`src/logic/cpu_change_protect_pkg.sv`:
```
// Purpose: Shared constants and types for the CPU change protection register group
// Assumes: Registers reached over AXI4-Lite, one 32-bit word per register index
// Notes: Byte address of a register is four times its index
package cpu_change_protect_pkg;

    // Register indices, byte address is index times four
    localparam logic [5:0] IDX_KEY = 6'h04; // Change unlock key
    localparam logic [5:0] IDX_SPL = 6'h0D; // Stack pointer low byte
    localparam logic [5:0] IDX_SPH = 6'h0E; // Stack pointer high byte
    localparam logic [5:0] IDX_FLAGS = 6'h0F; // Status flags

    // Key signatures and reset values
    localparam logic [7:0] KEY_IO = 8'hD8; // Opens io_unlock window
    localparam logic [7:0] KEY_SPM = 8'h9D; // Opens self_program_unlock window
    localparam logic [7:0] KEY_RESET = 8'h00; // Key register reset value
    localparam logic [7:0] FLAGS_RESET = 8'h00; // Status flags reset value

    // Instruction counts
    localparam logic [2:0] WINDOW_INSTRS = 3'h4; // Unlock window length
    localparam logic [2:0] SP_BLOCK_INSTRS = 3'h4; // Interrupt hold after low byte write

    // Field positions
    localparam int KEY_IO_BIT = 0; // Key readback, I/O window active
    localparam int KEY_SPM_BIT = 1; // Key readback, self-program window active
    localparam int FLAG_I = 7; // Global interrupt enable
    localparam int FLAG_T = 6; // Bit copy storage
    localparam int FLAG_S = 4; // Sign
    localparam int FLAG_V = 3; // Overflow
    localparam int FLAG_N = 2; // Negative

    // AXI responses
    localparam logic [1:0] RESP_OKAY = 2'h0; // Mapped access
    localparam logic [1:0] RESP_SLVERR = 2'h2; // Unmapped access

    // CPU execution events, one-cycle pulses
    typedef struct packed {
        logic retire; // One instruction retired
        logic memWrite; // CPU wrote I/O or data memory
        logic nvmAccess; // Load or store to Flash, controller or EEPROM
        logic sleepExec; // Sleep instruction executed
    } cpu_event_type;

    // ALU flag update from the core
    typedef struct packed {
        logic valid; // Apply this update
        logic [7:0] mask; // Flags the instruction affects
        logic [7:0] value; // New flag values
    } flag_update_type;

    // Single-bit flag instructions
    typedef struct packed {
        logic bitStore; // bit_store_instr
        logic storeBit; // Bit copied into bit copy flag
        logic intrSet; // interrupt_set_instr
        logic intrClear; // interrupt_clear_instr
    } bit_op_type;

    // Write channel state
    typedef enum logic [2:0] {
        WR_IDLE = 3'b001,
        WR_WAIT = 3'b010,
        WR_RESP = 3'b100
    } wr_state_type;

endpackage

```
`src/logic/cpu_change_protect_regs.sv`:
```
// Purpose: CPU change protection key, stack pointer and status flags register group
// Assumes: CPU events are synchronous pulses on clk_sys; AXI4-Lite master as recalled
// Notes: Byte lane 0 carries register data; upper data bits read zero
//
// The AXI4-Lite interface to the registers was left to the implementer.
`timescale 1ns/100ps
module cpu_change_protect_regs
    import cpu_change_protect_pkg::*;
#(
    parameter int SP_WIDTH = 16, // Implemented stack pointer bits, up to 16
    parameter logic [15:0] SRAM_TOP = 16'h3FFF // Highest internal SRAM address
)(
    input wire logic clk_sys, // System clock, 200 MHz
    input wire logic nrst, // Asynchronous reset, active low
    input wire logic [7:0] s_axi_awaddr, // Write address
    input wire logic s_axi_awvalid, // Write address valid
    output logic s_axi_awready, // Write address ready
    input wire logic [31:0] s_axi_wdata, // Write data
    input wire logic [3:0] s_axi_wstrb, // Write strobes
    input wire logic s_axi_wvalid, // Write data valid
    output logic s_axi_wready, // Write data ready
    output logic [1:0] s_axi_bresp, // Write response
    output logic s_axi_bvalid, // Write response valid
    input wire logic s_axi_bready, // Write response ready
    input wire logic [7:0] s_axi_araddr, // Read address
    input wire logic s_axi_arvalid, // Read address valid
    output logic s_axi_arready, // Read address ready
    output logic [31:0] s_axi_rdata, // Read data
    output logic [1:0] s_axi_rresp, // Read response
    output logic s_axi_rvalid, // Read data valid
    input wire logic s_axi_rready, // Read data ready
    input wire cpu_event_type cpuEvent, // Core execution events
    input wire flag_update_type flagUpdate, // ALU flag results
    input wire bit_op_type bitOp, // Flag bit instructions
    output logic ioUnlock, // Protected I/O writes accepted
    output logic selfProgramUnlock, // Controller command write permitted
    output logic irqEnable, // Interrupts may be serviced now
    output logic bitLoadValue, // Source bit for bit_load_instr
    output logic [15:0] stackPointer, // Current stack pointer
    output logic [7:0] statusFlags // Current status flags
);

    // Keep unimplemented stack pointer bits at zero
    function automatic logic [15:0] maskSp(input logic [15:0] value);
        logic [15:0] mask;
        mask = 16'hFFFF >> (16 - SP_WIDTH);
        return value & mask;
    endfunction

    localparam logic [15:0] SP_RESET = maskSp(SRAM_TOP); // Top of SRAM, masked

    // Write channel registers
    wr_state_type wrState_reg; // Write channel state
    wr_state_type wrState_next; // Next write state
    logic awTaken_reg; // Address captured
    logic [5:0] awIdx_reg; // Captured register index
    logic awMap_reg; // Captured address is word aligned
    logic wTaken_reg; // Data captured
    logic [7:0] wData_reg; // Captured low data byte
    logic wStrb_reg; // Captured lane 0 strobe
    logic [1:0] bResp_reg; // Write response code

    // Read channel registers
    logic rValid_reg; // Read data pending
    logic [7:0] rData_reg; // Read data byte
    logic [1:0] rResp_reg; // Read response code

    // Block state
    logic ioWin_reg; // I/O unlock window open
    logic spmWin_reg; // Self-program unlock window open
    logic [2:0] winCount_reg; // Instructions left in window
    logic [2:0] spCount_reg; // Instructions left in stack pointer hold
    logic [15:0] sp_reg; // Stack pointer
    logic [7:0] spTemp_reg; // Shared 16-bit access temporary
    logic [7:0] flags_reg; // Status flags
    logic [7:0] flags_next; // Next status flags

    // Write decode
    wire doWrite = (wrState_reg == WR_IDLE) && awTaken_reg && wTaken_reg; // Commit cycle
    wire wrLane = doWrite && wStrb_reg && awMap_reg; // Byte lane written
    wire wrKey = wrLane && (awIdx_reg == IDX_KEY); // Key write
    wire wrSpl = wrLane && (awIdx_reg == IDX_SPL); // Stack pointer low write
    wire wrSph = wrLane && (awIdx_reg == IDX_SPH); // Stack pointer high write
    wire wrFlags = wrLane && (awIdx_reg == IDX_FLAGS); // Status write
    wire wrHit = awMap_reg && ((awIdx_reg == IDX_KEY) || (awIdx_reg == IDX_SPL)
                 || (awIdx_reg == IDX_SPH) || (awIdx_reg == IDX_FLAGS)); // Mapped target
    wire keyIo = wrKey && (wData_reg == KEY_IO);
    wire keySpm = wrKey && (wData_reg == KEY_SPM);
    wire keyAny = keyIo || keySpm; // Window reopened this cycle
    wire iChange = wrFlags && (wData_reg[FLAG_I] != flags_reg[FLAG_I]);

    // Read decode
    wire rdTake = s_axi_arvalid && s_axi_arready; // Read address accepted
    wire [5:0] arIdx = s_axi_araddr[7:2]; // Read register index
    wire arMap = (s_axi_araddr[1:0] == 2'h0); // Word aligned
    wire rdSpl = rdTake && arMap && (arIdx == IDX_SPL); // Low byte read latches high
    wire [7:0] keyRead = {6'h00, spmWin_reg, ioWin_reg};
    wire [7:0] spRead = stackPointer[7:0];
    wire [7:0] rdMux = !arMap ? 8'h00 :
                       (arIdx == IDX_KEY) ? keyRead :
                       (arIdx == IDX_SPL) ? spRead :
                       (arIdx == IDX_SPH) ? spTemp_reg :
                       (arIdx == IDX_FLAGS) ? flags_reg : 8'h00; // Read selection
    wire rdHit = arMap && ((arIdx == IDX_KEY) || (arIdx == IDX_SPL) || (arIdx == IDX_SPH)
                 || (arIdx == IDX_FLAGS)); // Mapped read

    // Window cancel and expiry
    wire cancelIo = cpuEvent.memWrite || cpuEvent.nvmAccess || cpuEvent.sleepExec
                    || (doWrite && !wrKey);
    wire cancelSpm = cpuEvent.nvmAccess || cpuEvent.sleepExec;
    wire expire = cpuEvent.retire && (winCount_reg == 3'h1);
    wire spHoldEnd = cpuEvent.memWrite || (doWrite && !wrSpl);

    // Handshake outputs
    assign s_axi_awready = (wrState_reg == WR_IDLE) && !awTaken_reg;
    assign s_axi_wready = (wrState_reg == WR_IDLE) && !wTaken_reg;
    assign s_axi_bvalid = (wrState_reg == WR_RESP);
    assign s_axi_bresp = bResp_reg;
    assign s_axi_arready = !rValid_reg;
    assign s_axi_rvalid = rValid_reg;
    assign s_axi_rdata = {24'h00_0000, rData_reg};
    assign s_axi_rresp = rResp_reg;

    // Block outputs; interrupts wait while any window or hold is active
    assign ioUnlock = ioWin_reg;
    assign selfProgramUnlock = spmWin_reg;
    assign irqEnable = flags_reg[FLAG_I] && !ioWin_reg && !spmWin_reg
                       && (spCount_reg == 3'h0);
    assign bitLoadValue = flags_reg[FLAG_T];
    assign stackPointer = maskSp(sp_reg);
    assign statusFlags = flags_reg;

    // Write state sequencing; an enable change costs one extra cycle
    always_comb
    begin
        wrState_next = wrState_reg;
        case (wrState_reg)
            WR_IDLE: if (doWrite) wrState_next = iChange ? WR_WAIT : WR_RESP;
            WR_WAIT: wrState_next = WR_RESP;
            WR_RESP: if (s_axi_bready) wrState_next = WR_IDLE;
            default: wrState_next = WR_IDLE;
        endcase
    end

    // Write channel capture; address and data may arrive in either order
    always_ff @(posedge clk_sys or negedge nrst)
    begin
        if (!nrst)
        begin
            wrState_reg <= WR_IDLE;
            awTaken_reg <= 1'b0;
            awIdx_reg <= 6'h00;
            awMap_reg <= 1'b0;
            wTaken_reg <= 1'b0;
            wData_reg <= 8'h00;
            wStrb_reg <= 1'b0;
            bResp_reg <= RESP_OKAY;
        end
        else
        begin
            wrState_reg <= wrState_next;
            if (s_axi_awvalid && s_axi_awready)
            begin
                awTaken_reg <= 1'b1;
                awIdx_reg <= s_axi_awaddr[7:2];
                awMap_reg <= (s_axi_awaddr[1:0] == 2'h0);
            end
            else if (doWrite)
                awTaken_reg <= 1'b0;
            if (s_axi_wvalid && s_axi_wready)
            begin
                wTaken_reg <= 1'b1;
                wData_reg <= s_axi_wdata[7:0];
                wStrb_reg <= s_axi_wstrb[0];
            end
            else if (doWrite)
                wTaken_reg <= 1'b0;
            if (doWrite)
                bResp_reg <= wrHit ? RESP_OKAY : RESP_SLVERR;
        end
    end

    // Read channel; answer one cycle after the address is taken
    always_ff @(posedge clk_sys or negedge nrst)
    begin
        if (!nrst)
        begin
            rValid_reg <= 1'b0;
            rData_reg <= 8'h00;
            rResp_reg <= RESP_OKAY;
        end
        else if (rdTake)
        begin
            rValid_reg <= 1'b1;
            rData_reg <= rdMux;
            rResp_reg <= rdHit ? RESP_OKAY : RESP_SLVERR;
        end
        else if (s_axi_rready)
            rValid_reg <= 1'b0;
    end

    // Unlock windows; a new key write wins over any cancel in the same cycle
    always_ff @(posedge clk_sys or negedge nrst)
    begin
        if (!nrst)
        begin
            ioWin_reg <= 1'b0;
            spmWin_reg <= 1'b0;
            winCount_reg <= 3'h0;
        end
        else if (keyIo)
        begin
            ioWin_reg <= 1'b1;
            spmWin_reg <= 1'b0;
            winCount_reg <= WINDOW_INSTRS;
        end
        else if (keySpm)
        begin
            spmWin_reg <= 1'b1;
            ioWin_reg <= 1'b0;
            winCount_reg <= WINDOW_INSTRS;
        end
        else
        begin
            if (cancelIo || expire)
                ioWin_reg <= 1'b0;
            if (cancelSpm || expire)
                spmWin_reg <= 1'b0;
            if (cpuEvent.retire && (winCount_reg != 3'h0))
                winCount_reg <= winCount_reg - 3'h1;
        end
    end

    // Stack pointer and its shared temporary
    always_ff @(posedge clk_sys or negedge nrst)
    begin
        if (!nrst)
        begin
            sp_reg <= SP_RESET;
            spTemp_reg <= 8'h00;
            spCount_reg <= 3'h0;
        end
        else
        begin
            if (wrSpl)
                spTemp_reg <= wData_reg;
            else if (rdSpl)
                spTemp_reg <= stackPointer[15:8];
            if (wrSph)
                sp_reg <= maskSp({wData_reg, spTemp_reg});
            if (wrSpl)
                spCount_reg <= SP_BLOCK_INSTRS;
            else if (spHoldEnd)
                spCount_reg <= 3'h0;
            else if (cpuEvent.retire && (spCount_reg != 3'h0))
                spCount_reg <= spCount_reg - 3'h1;
        end
    end

    // Status flags; a register write overrides same-cycle core updates
    always_comb
    begin
        flags_next = flags_reg;
        if (flagUpdate.valid)
            flags_next = (flags_reg & ~flagUpdate.mask) | (flagUpdate.value & flagUpdate.mask);
        if (bitOp.bitStore)
            flags_next[FLAG_T] = bitOp.storeBit;
        if (bitOp.intrSet)
            flags_next[FLAG_I] = 1'b1;
        if (bitOp.intrClear)
            flags_next[FLAG_I] = 1'b0;
        if (wrFlags)
            flags_next = wData_reg;
        flags_next[FLAG_S] = flags_next[FLAG_N] ^ flags_next[FLAG_V];
    end

    // Flags register; nothing clears the enable on interrupt entry
    always_ff @(posedge clk_sys or negedge nrst)
    begin
        if (!nrst)
            flags_reg <= FLAGS_RESET;
        else
            flags_reg <= flags_next;
    end
endmodule // cpu_change_protect_regs

```
`config.mk`:
```
export PLATFORM = sky130hd
export DESIGN_NAME = cpu_change_protect_regs
export DESIGN_NICKNAME = d
export VERILOG_FILES = /design/src/logic/cpu_change_protect_pkg.sv /design/src/logic/cpu_change_protect_regs.sv
export SDC_FILE = /design/constraint.sdc
export NUM_CORES = 1
export LEC_CHECK = 0
export ABC_AREA = 1
export BUFFER_PORTS_ARGS = -buffer_cell sky130_fd_sc_hd__buf_2
export CAP_MARGIN = 40
export CORE_MARGIN = 1
export CORE_UTILIZATION = 53
export CTS_CLUSTER_SIZE = 28
export DETAILED_ROUTE_END_ITERATION = 7
export PLACE_DENSITY_LB_ADDON = 0.1
export SLEW_MARGIN = 20
export SYNTH_ARGS = -nofsm -noshare
export SYNTH_HDL_FRONTEND = slang
export SYNTH_SLANG_ARGS = --single-unit
```
`constraint.sdc`:
```
create_clock -name clk_sys -period 2.9 [get_ports clk_sys]
set_input_delay 0.145 -clock clk_sys [delete_from_list [all_inputs] [get_ports clk_sys]]
set_output_delay 0.145 -clock clk_sys [all_outputs]
set_load 0.02 [all_outputs]
```
==> results.ini, run 1 <==
[die]
coreArea_sq_mm = 0.00729
start_util_pct = 54.9
die_height_um = 88.9
row_count = 31
io_pins = 153
die_w_um = 88.9
dieArea_sq_mm = 0.00791

[routing]
detail_route.iter0.violations = 143
drtPass1Iterations = 5
via_per_inst = 4.89
detail-route-antenna-nets = 0
num_vias = 3455
drcViolationCount = 0
wl_per_cell_um = 12.5
drt-total-wl_mm = 8.84

[logic_synthesis]
avgSynthCellArea_sq_um = 8.12
yosys_most_used_dff = dfrtp_1
yosys_register_bits = 72
syn_inst = 493
syn-cell-area_sq_mm = 0.00401
synth_top_cell_by_area = dfrtp_1
yosys_warnings = 0
synthArstFlopShare_pct = 100
yosysSeqAreaShare_pct = 45.5
synth-edff-count = 0
synth_top_area_share_pct = 35.6
yosys-top-cells-area = dfrtp_1 (36%), nand2_1 (13%), dfstp_2 (9.8%)
yosysUniqueCellTypes = 39

[worst_setup_path]
r2r_start = wrState_reg[0]
path_max_fanout = 9
cp-startpoint = wrState_reg[0]
cp_top_family = flip-flops
worst-path-buf-inv = 1
cpPeakStageDelay_ns = 0.57
crit_path_end = awMap_reg
arrival_ns = 2.24
reg2reg_depth = 5
critPathKind = flip-flop to flip-flop
path_cells = nand3_2 > nor2_1 > nand2_1 > o31ai_1 > dlygate4sd3_1
critPathLaunchType = flip-flop
critPathCaptureType = flip-flop
reg2reg_to = awMap_reg
rrSetupSlack_ns = 0.94
cp_slowest_cell = dfstp_2
cp_data_required_time_ns = 3.18
cp.depth = 5

[clocking]
clock_latency_ns = 0.35
cts_tree = done
cts_root_buffer = clkbuf_8
cts_setup_buffers = 0
cts.path.max_buffers = 2
cts.sinks = 72
path_clk_slew_ns = 0.08
h-tree-depth = 3
numCtsBuffers = 9

[run]
maxCapViolCount = 0

[place]
placed_cell_area_sq_mm = 0.00443
numPortBuffers = 97
gp_congestion = 0.883
pre_cts_slack_ns = 0.986
placed_cells = 682
dp_hpwl_mm = 6.86

[timing]
period_needed_ns = 1.96
rsz0062_at_grt = false
fin_skew_ns = 0.0118
final_hold_viol_count = 0
fin_crit_sh_pct = 67.6
finalSetupViolations = 0
tightest_slew_ns = 0.535
relSlewSlack_pct = 64.2
hold-worst-slack_ns = 0.0197
setup_ws_ns = 0.941
max_clock_freq_ghz = 0.510
finalSetupTns_ns = 0
final_max_slew_viol_count = 0

[finish]
largest_reg_flops = 16
fin_nets = 692
diodes = 0
layout-drive-gt1-share_pct = 28.9
fin_util_pct = 64.3
syn2layout_area_growth_pct = 17.1
layout.cells.non_filler = 707
fin_area_sq_mm = 0.00469

[global_routing]
grt_overflow = 0
grt_max_degree = 31
grt_pass1_vias = 3315
grt_pass1_wl_mm = 14.4
grt_usage_pct = 24.4
antenna_found_initial = 0

[power_and_ir_drop]
p_int_mw = 1.91
powerDensity_mw_per_mm2 = 665
p_leak_nw = 2.52
power_frac_clock_pct = 22.8
pwr-share-seq_pct = 45.5
total_power_mw = 3.12
combPwrFrac_pct = 31.7
p_switching_mw = 1.21
p_sw_share_pct = 38.7
peakVddDrop_mv = 0.412

[worst_hold_path]
hp-class = primary input to flip-flop

[status]
status = completed

-- repair_timing --
item                      CTS  global route
resized for setup           0             0
hold buffers                9             0
hold endpoints to repair   17             0
-- cells in the final DEF, fill, tap and decap left out, types with 3 or more instances in the layout --
cell type	instances
a21oi_1	21
ha_1	5
inv_1	54
o21ai_1	7
xor2_1	3
a21oi_2	6
dlygate4sd3_1	9
buf_2	97
conb_1	26
o21ai_0	17
nor2_1	32
nand3_1	48
buf_4	3
dfrtp_1	57
nor2_2	7
dfstp_2	15
o21ai_2	11
nand2_1	135
inv_2	5
nand4_1	8
nand2_2	4
clkbuf_8	10
nor2_4	3
-- how the worst min path moves through the flow --
stage                    startpoint           end  slack [ns]  depth (start not counted)
detailed placement             nrst  rData_reg[3]        0.09                          1
global route        s_axi_awaddr[2]  awIdx_reg[0]        0.03                          3
CTS                 s_axi_awaddr[2]  awIdx_reg[0]       0.004                          3
global placement               nrst  rData_reg[3]         0.1                          1
floorplan                      nrst  awIdx_reg[0]       -0.15                          0
finish              s_axi_awaddr[2]  awIdx_reg[0]        0.02                          3
-- per-layer routing --
metal,global-route usage [%],part of all wire [%],up-vias
met1,27.8,42,1621
met3,3.97,3.4,13
met4,10.5,1.7,0
met2,45.2,53,78
met5,0,0,-
li1,-,-,1743
-- Yosys cell counts (2+ instances only) --
library cell    n
nand2_1       135
dfrtp_1        57
inv_1          54
nand3_1        48
nor2_1         32
buf_4          27
a21oi_1        21
o21ai_0        17
dfstp_2        15
o21ai_2        11
nand4_1         8
nor2_2          7
o21ai_1         7
a21oi_2         6
buf_6           5
ha_1            5
inv_2           5
nand2_2         4
nor2_4          3
xor2_1          3
buf_2           2
mux2_2          2
nand3_2         2
or2_2           2
-- power by group through the flow --
stage               Sequential, mW  Clock [mW]  Combinational, mW
finish                        1.42       0.711              0.988
global placement              1.43           0              0.948
CTS                           1.42       0.729              0.997
floorplan                     1.42           0              0.724
detailed placement            1.44           0              0.977
global route                  1.45       0.774               1.13
-- area by class of cell --
class                   instances  area, sq um
clock buffers                  11          141
clock inverters                 5         33.8
fillers                       703         2600
inverters                      59          221
multi-input cells             351         1740
flip-flops and latches         72         1820
well taps                      99          124
repair buffers                110          609
-- worst register-to-register path, stage by stage, from the launching register on --
cell	delay, ns
dfstp_2	0.57
nand3_2	0.15
nor2_1	0.17
nand2_1	0.20
o31ai_1	0.23
dlygate4sd3_1	0.57
-- cell families (layout without fill, tap and decap cells) --
kind of cell / count (synthesis) / in the layout / share of synthesized area [%]
AOI/OAI and AO/OA: 67 / 67 / 10.2
xor gates and xnor gates: 3 / 3 / 0.656
adders and majority gates: 5 / 5 / 1.56
buffers and inverters: 95 / 185 / 13.4
DFF: 72 / 72 / 45.5
muxes: 2 / 2 / 0.562
other: 1 / 26 / 0.0936
and+or+nand+nor: 248 / 248 / 28.0
No activity file was read; power rests on OpenSTA's default activity.
==> run 2, diff against run 1 <==
--- a/config.mk
+++ b/config.mk
@@ -5,11 +5,11 @@
 export SDC_FILE = /design/constraint.sdc
 export NUM_CORES = 1
 export LEC_CHECK = 0
-export ABC_AREA = 1
+export ABC_AREA = 0
 export BUFFER_PORTS_ARGS = -buffer_cell sky130_fd_sc_hd__buf_2
 export CAP_MARGIN = 40
 export CORE_MARGIN = 1
-export CORE_UTILIZATION = 53
+export CORE_UTILIZATION = 44
 export CTS_CLUSTER_SIZE = 28
 export DETAILED_ROUTE_END_ITERATION = 7
 export PLACE_DENSITY_LB_ADDON = 0.1
==> constraint.sdc (replaced) <==
create_clock -name clk_sys -period 1.8 [get_ports clk_sys]
set_input_delay 0.09 -clock clk_sys [delete_from_list [all_inputs] [get_ports clk_sys]]
set_output_delay 0.09 -clock clk_sys [all_outputs]
set_load 0.02 [all_outputs]
==> run 2 against run 1 <==
Against the previous run: the run now ends with setup timing left; non-clock buffer count rose by 34; clock skew down 0.0020 ns; synthesized area down 3.5%; cell area grew 7.9%; maximum frequency up 5.5%; count of clock-buffer cells in the layout is 1 lower; cell count is 19% lower; global-route usage decreased by 4.9 points; critical path depth did not move; largest cell class is now multi-input gates; largest power group unchanged.
==> results.ini, run 2 <==
[worst_setup_path]
cp.depth = 5  ; unchanged
rrSetupSlack_ns = -0.06  ; -1.00 ns
cp_slowest_cell = dfrtp_1
cp_top_family = simple AND/OR/NAND/NOR gates
reg2reg_to = stackPointer[14]
path_cells = nand4bb_4 > nor4_4 > and4b_1 > buf_12 > mux2_4
critPathCaptureType = flip-flop
worst-path-buf-inv = 1  ; unchanged
reg2reg_depth = 5  ; unchanged
cpPeakStageDelay_ns = 0.39  ; -0.18 ns
path_max_fanout = 16  ; +7
critPathLaunchType = flip-flop
critPathKind = flip-flop to flip-flop
r2r_start = awIdx_reg[4]
cp_data_required_time_ns = 2.03  ; -1.15 ns
arrival_ns = 2.09  ; -0.15 ns

[routing]
drcViolationCount = 0  ; unchanged
wl_met3_um = 349  ; +15%
detail_route.iter0.violations = 73  ; -49%
met1Wirelength_mm = 3.88  ; +4.4%
via_per_inst = 4.97  ; +1.6%
drtPass1Iterations = 4  ; -1
num_vias = 2841  ; -18%
drt-total-wl_mm = 8.43  ; -4.7%
wl_per_cell_um = 14.7  ; +18%
detail-route-antenna-nets = 0  ; unchanged
routed.top_layer = met4
dr_wl_met2_mm = 4.08  ; -13%

[place]
gp_congestion = 0.758  ; -14%
dp_hpwl_mm = 6.31  ; -8.1%
pre_cts_slack_ns = -0.0256  ; -1.01 ns
numPortBuffers = 97  ; unchanged
placed_cells = 534  ; -22%

[finish]
fin_nets = 551  ; -20%
final_common_cell = buf_2
layout.cells.non_filler = 572  ; -19%
diodes = 0  ; unchanged
fin_util_pct = 60.7  ; -3.6 points
syn2layout_area_growth_pct = 31.1
most-common-layout-cells = buf_2 (95), dfrtp_1 (57), mux2i_1 (29), mux2_2 (29), conb_1 (26)
largest_reg_flops = 16  ; unchanged
layout-drive-gt1-share_pct = 45.4  ; +16 points
n_fill_cell = 719  ; +2.3%

[clocking]
cts.sinks = 72  ; unchanged
clock_latency_ns = 0.35  ; about the same
cts_tree = done
path_clk_slew_ns = 0.08  ; about the same
cts.path.max_buffers = 2  ; unchanged
numCtsBuffers = 9  ; unchanged
h-tree-depth = 3  ; unchanged
cts_root_buffer = clkbuf_8

[global_routing]
grt_pass1_vias = 2682  ; -19%
grt_pass1_wl_mm = 13.2  ; -8.7%
grt_overflow = 0  ; unchanged
grt_usage_pct = 19.5  ; -4.9 points
grt_max_degree = 27  ; -13%
antenna_found_initial = 0  ; unchanged

[die]
row_count = 33  ; +6.5%
die_w_um = 95.7  ; +7.6%
io_pins = 153  ; unchanged
start_util_pct = 46.3  ; -8.6 points
die_height_um = 95.7  ; +7.6%
dieArea_sq_mm = 0.00916  ; +16%
coreArea_sq_mm = 0.00834  ; +14%

[logic_synthesis]
yosys-top-cells-area = dfrtp_1 (37%), dfstp_2 (10%), mux2_2 (8.5%)
yosysUniqueCellTypes = 60  ; +54%
yosys_most_used_dff = dfrtp_1
synth_top_area_share_pct = 36.9  ; +1.3 points
syn-cell-area_sq_mm = 0.00386  ; -3.5%
synth_top_cell_by_area = dfrtp_1
yosys_warnings = 0  ; unchanged
yosys_register_bits = 72  ; unchanged
yosysSeqAreaShare_pct = 47.1  ; +1.7 points
avgSynthCellArea_sq_um = 12.2  ; +51%
synthArstFlopShare_pct = 100  ; unchanged
synthTopCellsByCount = dfrtp_1 (57), mux2_2 (29), mux2i_1 (29)
synth-edff-count = 0  ; unchanged
synth_most_common_cell = dfrtp_1
syn_inst = 316  ; -36%

[timing]
final_max_slew_viol_count = 0  ; unchanged
max_clock_freq_ghz = 0.539  ; +5.5%
finalSetupViolations = 16  ; +16
fin_skew_ns = 0.00981  ; -0.00203 ns
period_needed_ns = 1.86  ; -0.102 ns
hold-worst-slack_ns = 0.0618  ; +0.0421 ns
setup_ws_ns = -0.0568  ; -0.998 ns
rsz0062_at_grt = true
tightest_slew_ns = 0.634  ; +0.0992 ns
final_hold_viol_count = 0  ; unchanged
relSlewSlack_pct = 57.7  ; -6.5 points
fin_crit_sh_pct = 103  ; +36 points

[run]
maxCapViolCount = 0  ; unchanged

[worst_hold_path]
hp-class = primary input to flip-flop
whs_path_depth = 3  ; unchanged
hp-start = flagUpdate[1]
min_to = statusFlags[1]

[power_and_ir_drop]
p_leak_nw = 2.57  ; +1.9%
peakVddDrop_mv = 0.670  ; +63%
powerDensity_mw_per_mm2 = 1110  ; +67%

[status]
status = complete, but fails checks
violations = setup timing

[run 2: layout make-up]
class	instances	area [sq um]	area share, %
clock buffers	10	138	2.72
well taps	105	131	2.59
flip-flops and latches	72	1820	36.0
repair buffers	144	968	19.1
clock inverters	6	65.1	1.28
multi-input cells	221	1890	37.3
inverters	14	52.6	1.04
[run 2: power breakdown]
| group | leakage [nW] | internal, mW | switching (mW) |
|---|---|---|---|
| Combinational | 1.61 | 0.985 | 0.993 |
| Clock | 0.103 | 0.683 | 0.644 |
| Sequential | 0.854 | 2.00 | 0.316 |
[run 2: worst min-delay path, cell delays in order]
cell	delay, ns
buf_2	0.08
mux2i_1	0.07
mux2i_1	0.12
[run 2: layer usage]
| layer | up-vias | global-route usage [%] |
|---|---|---|
| li1 | 1376 | - |
| met1 | 1367 | 25.4 |
| met2 | 87 | 33.1 |
| met3 | 11 | 3.24 |
| met4 | 0 | 6.72 |
| met5 | - | 0 |
[run 2: worst max path at each step]
stage,start,endpoint,slack [ns]
4_1_cts,awIdx_reg[4],stackPointer[14],-0.05
5_1_grt,awIdx_reg[4],stackPointer[14],-0.15
6_report,awIdx_reg[4],stackPointer[14],-0.06
2_1_floorplan,awIdx_reg[4],stackPointer[14],-0.02
3_3_place_gp,awIdx_reg[4],stackPointer[14],0.01
3_5_place_dp,awIdx_reg[4],stackPointer[14],-0.03
[run 2: timing repair]
item | CTS | global route
endpoints found under the setup margin | 15 | 36
hold buffers | 22 | 0
endpoints found under the hold margin | 37 | 0
gates resized for setup | 3 | 9
pin swaps | 1 | 1
setup buffers | 0 | 0
cloned | 0 | 0
[run 2: kinds of logic (layout without fill, tap and decap cells)]
group | Yosys count | after routing | share of synthesized area, %
compound gates | 39 | 39 | 7.42
xor+xnor | 5 | 5 | 1.13
fa+ha+maj | 5 | 5 | 1.62
buf+inv | 48 | 174 | 7.74
flops | 72 | 72 | 47.1
mux | 72 | 72 | 21.0
other cells | 1 | 26 | 0.0971
simple gates | 74 | 74 | 13.9
[run 2: per-stage QoR]
stage | cell area (sq um) | TNS (ns) | power, mW
4_1_cts | 5020 | -0.281 | 5.61
3_5_place_dp | 4590 | -0.148 | 4.22
5_1_grt | 5060 | -1.99 | 5.98
6_report | 5060 | -0.429 | 5.62
3_3_place_gp | 4590 | 0 | 4.16
2_1_floorplan | 3970 | -0.0366 | 3.52
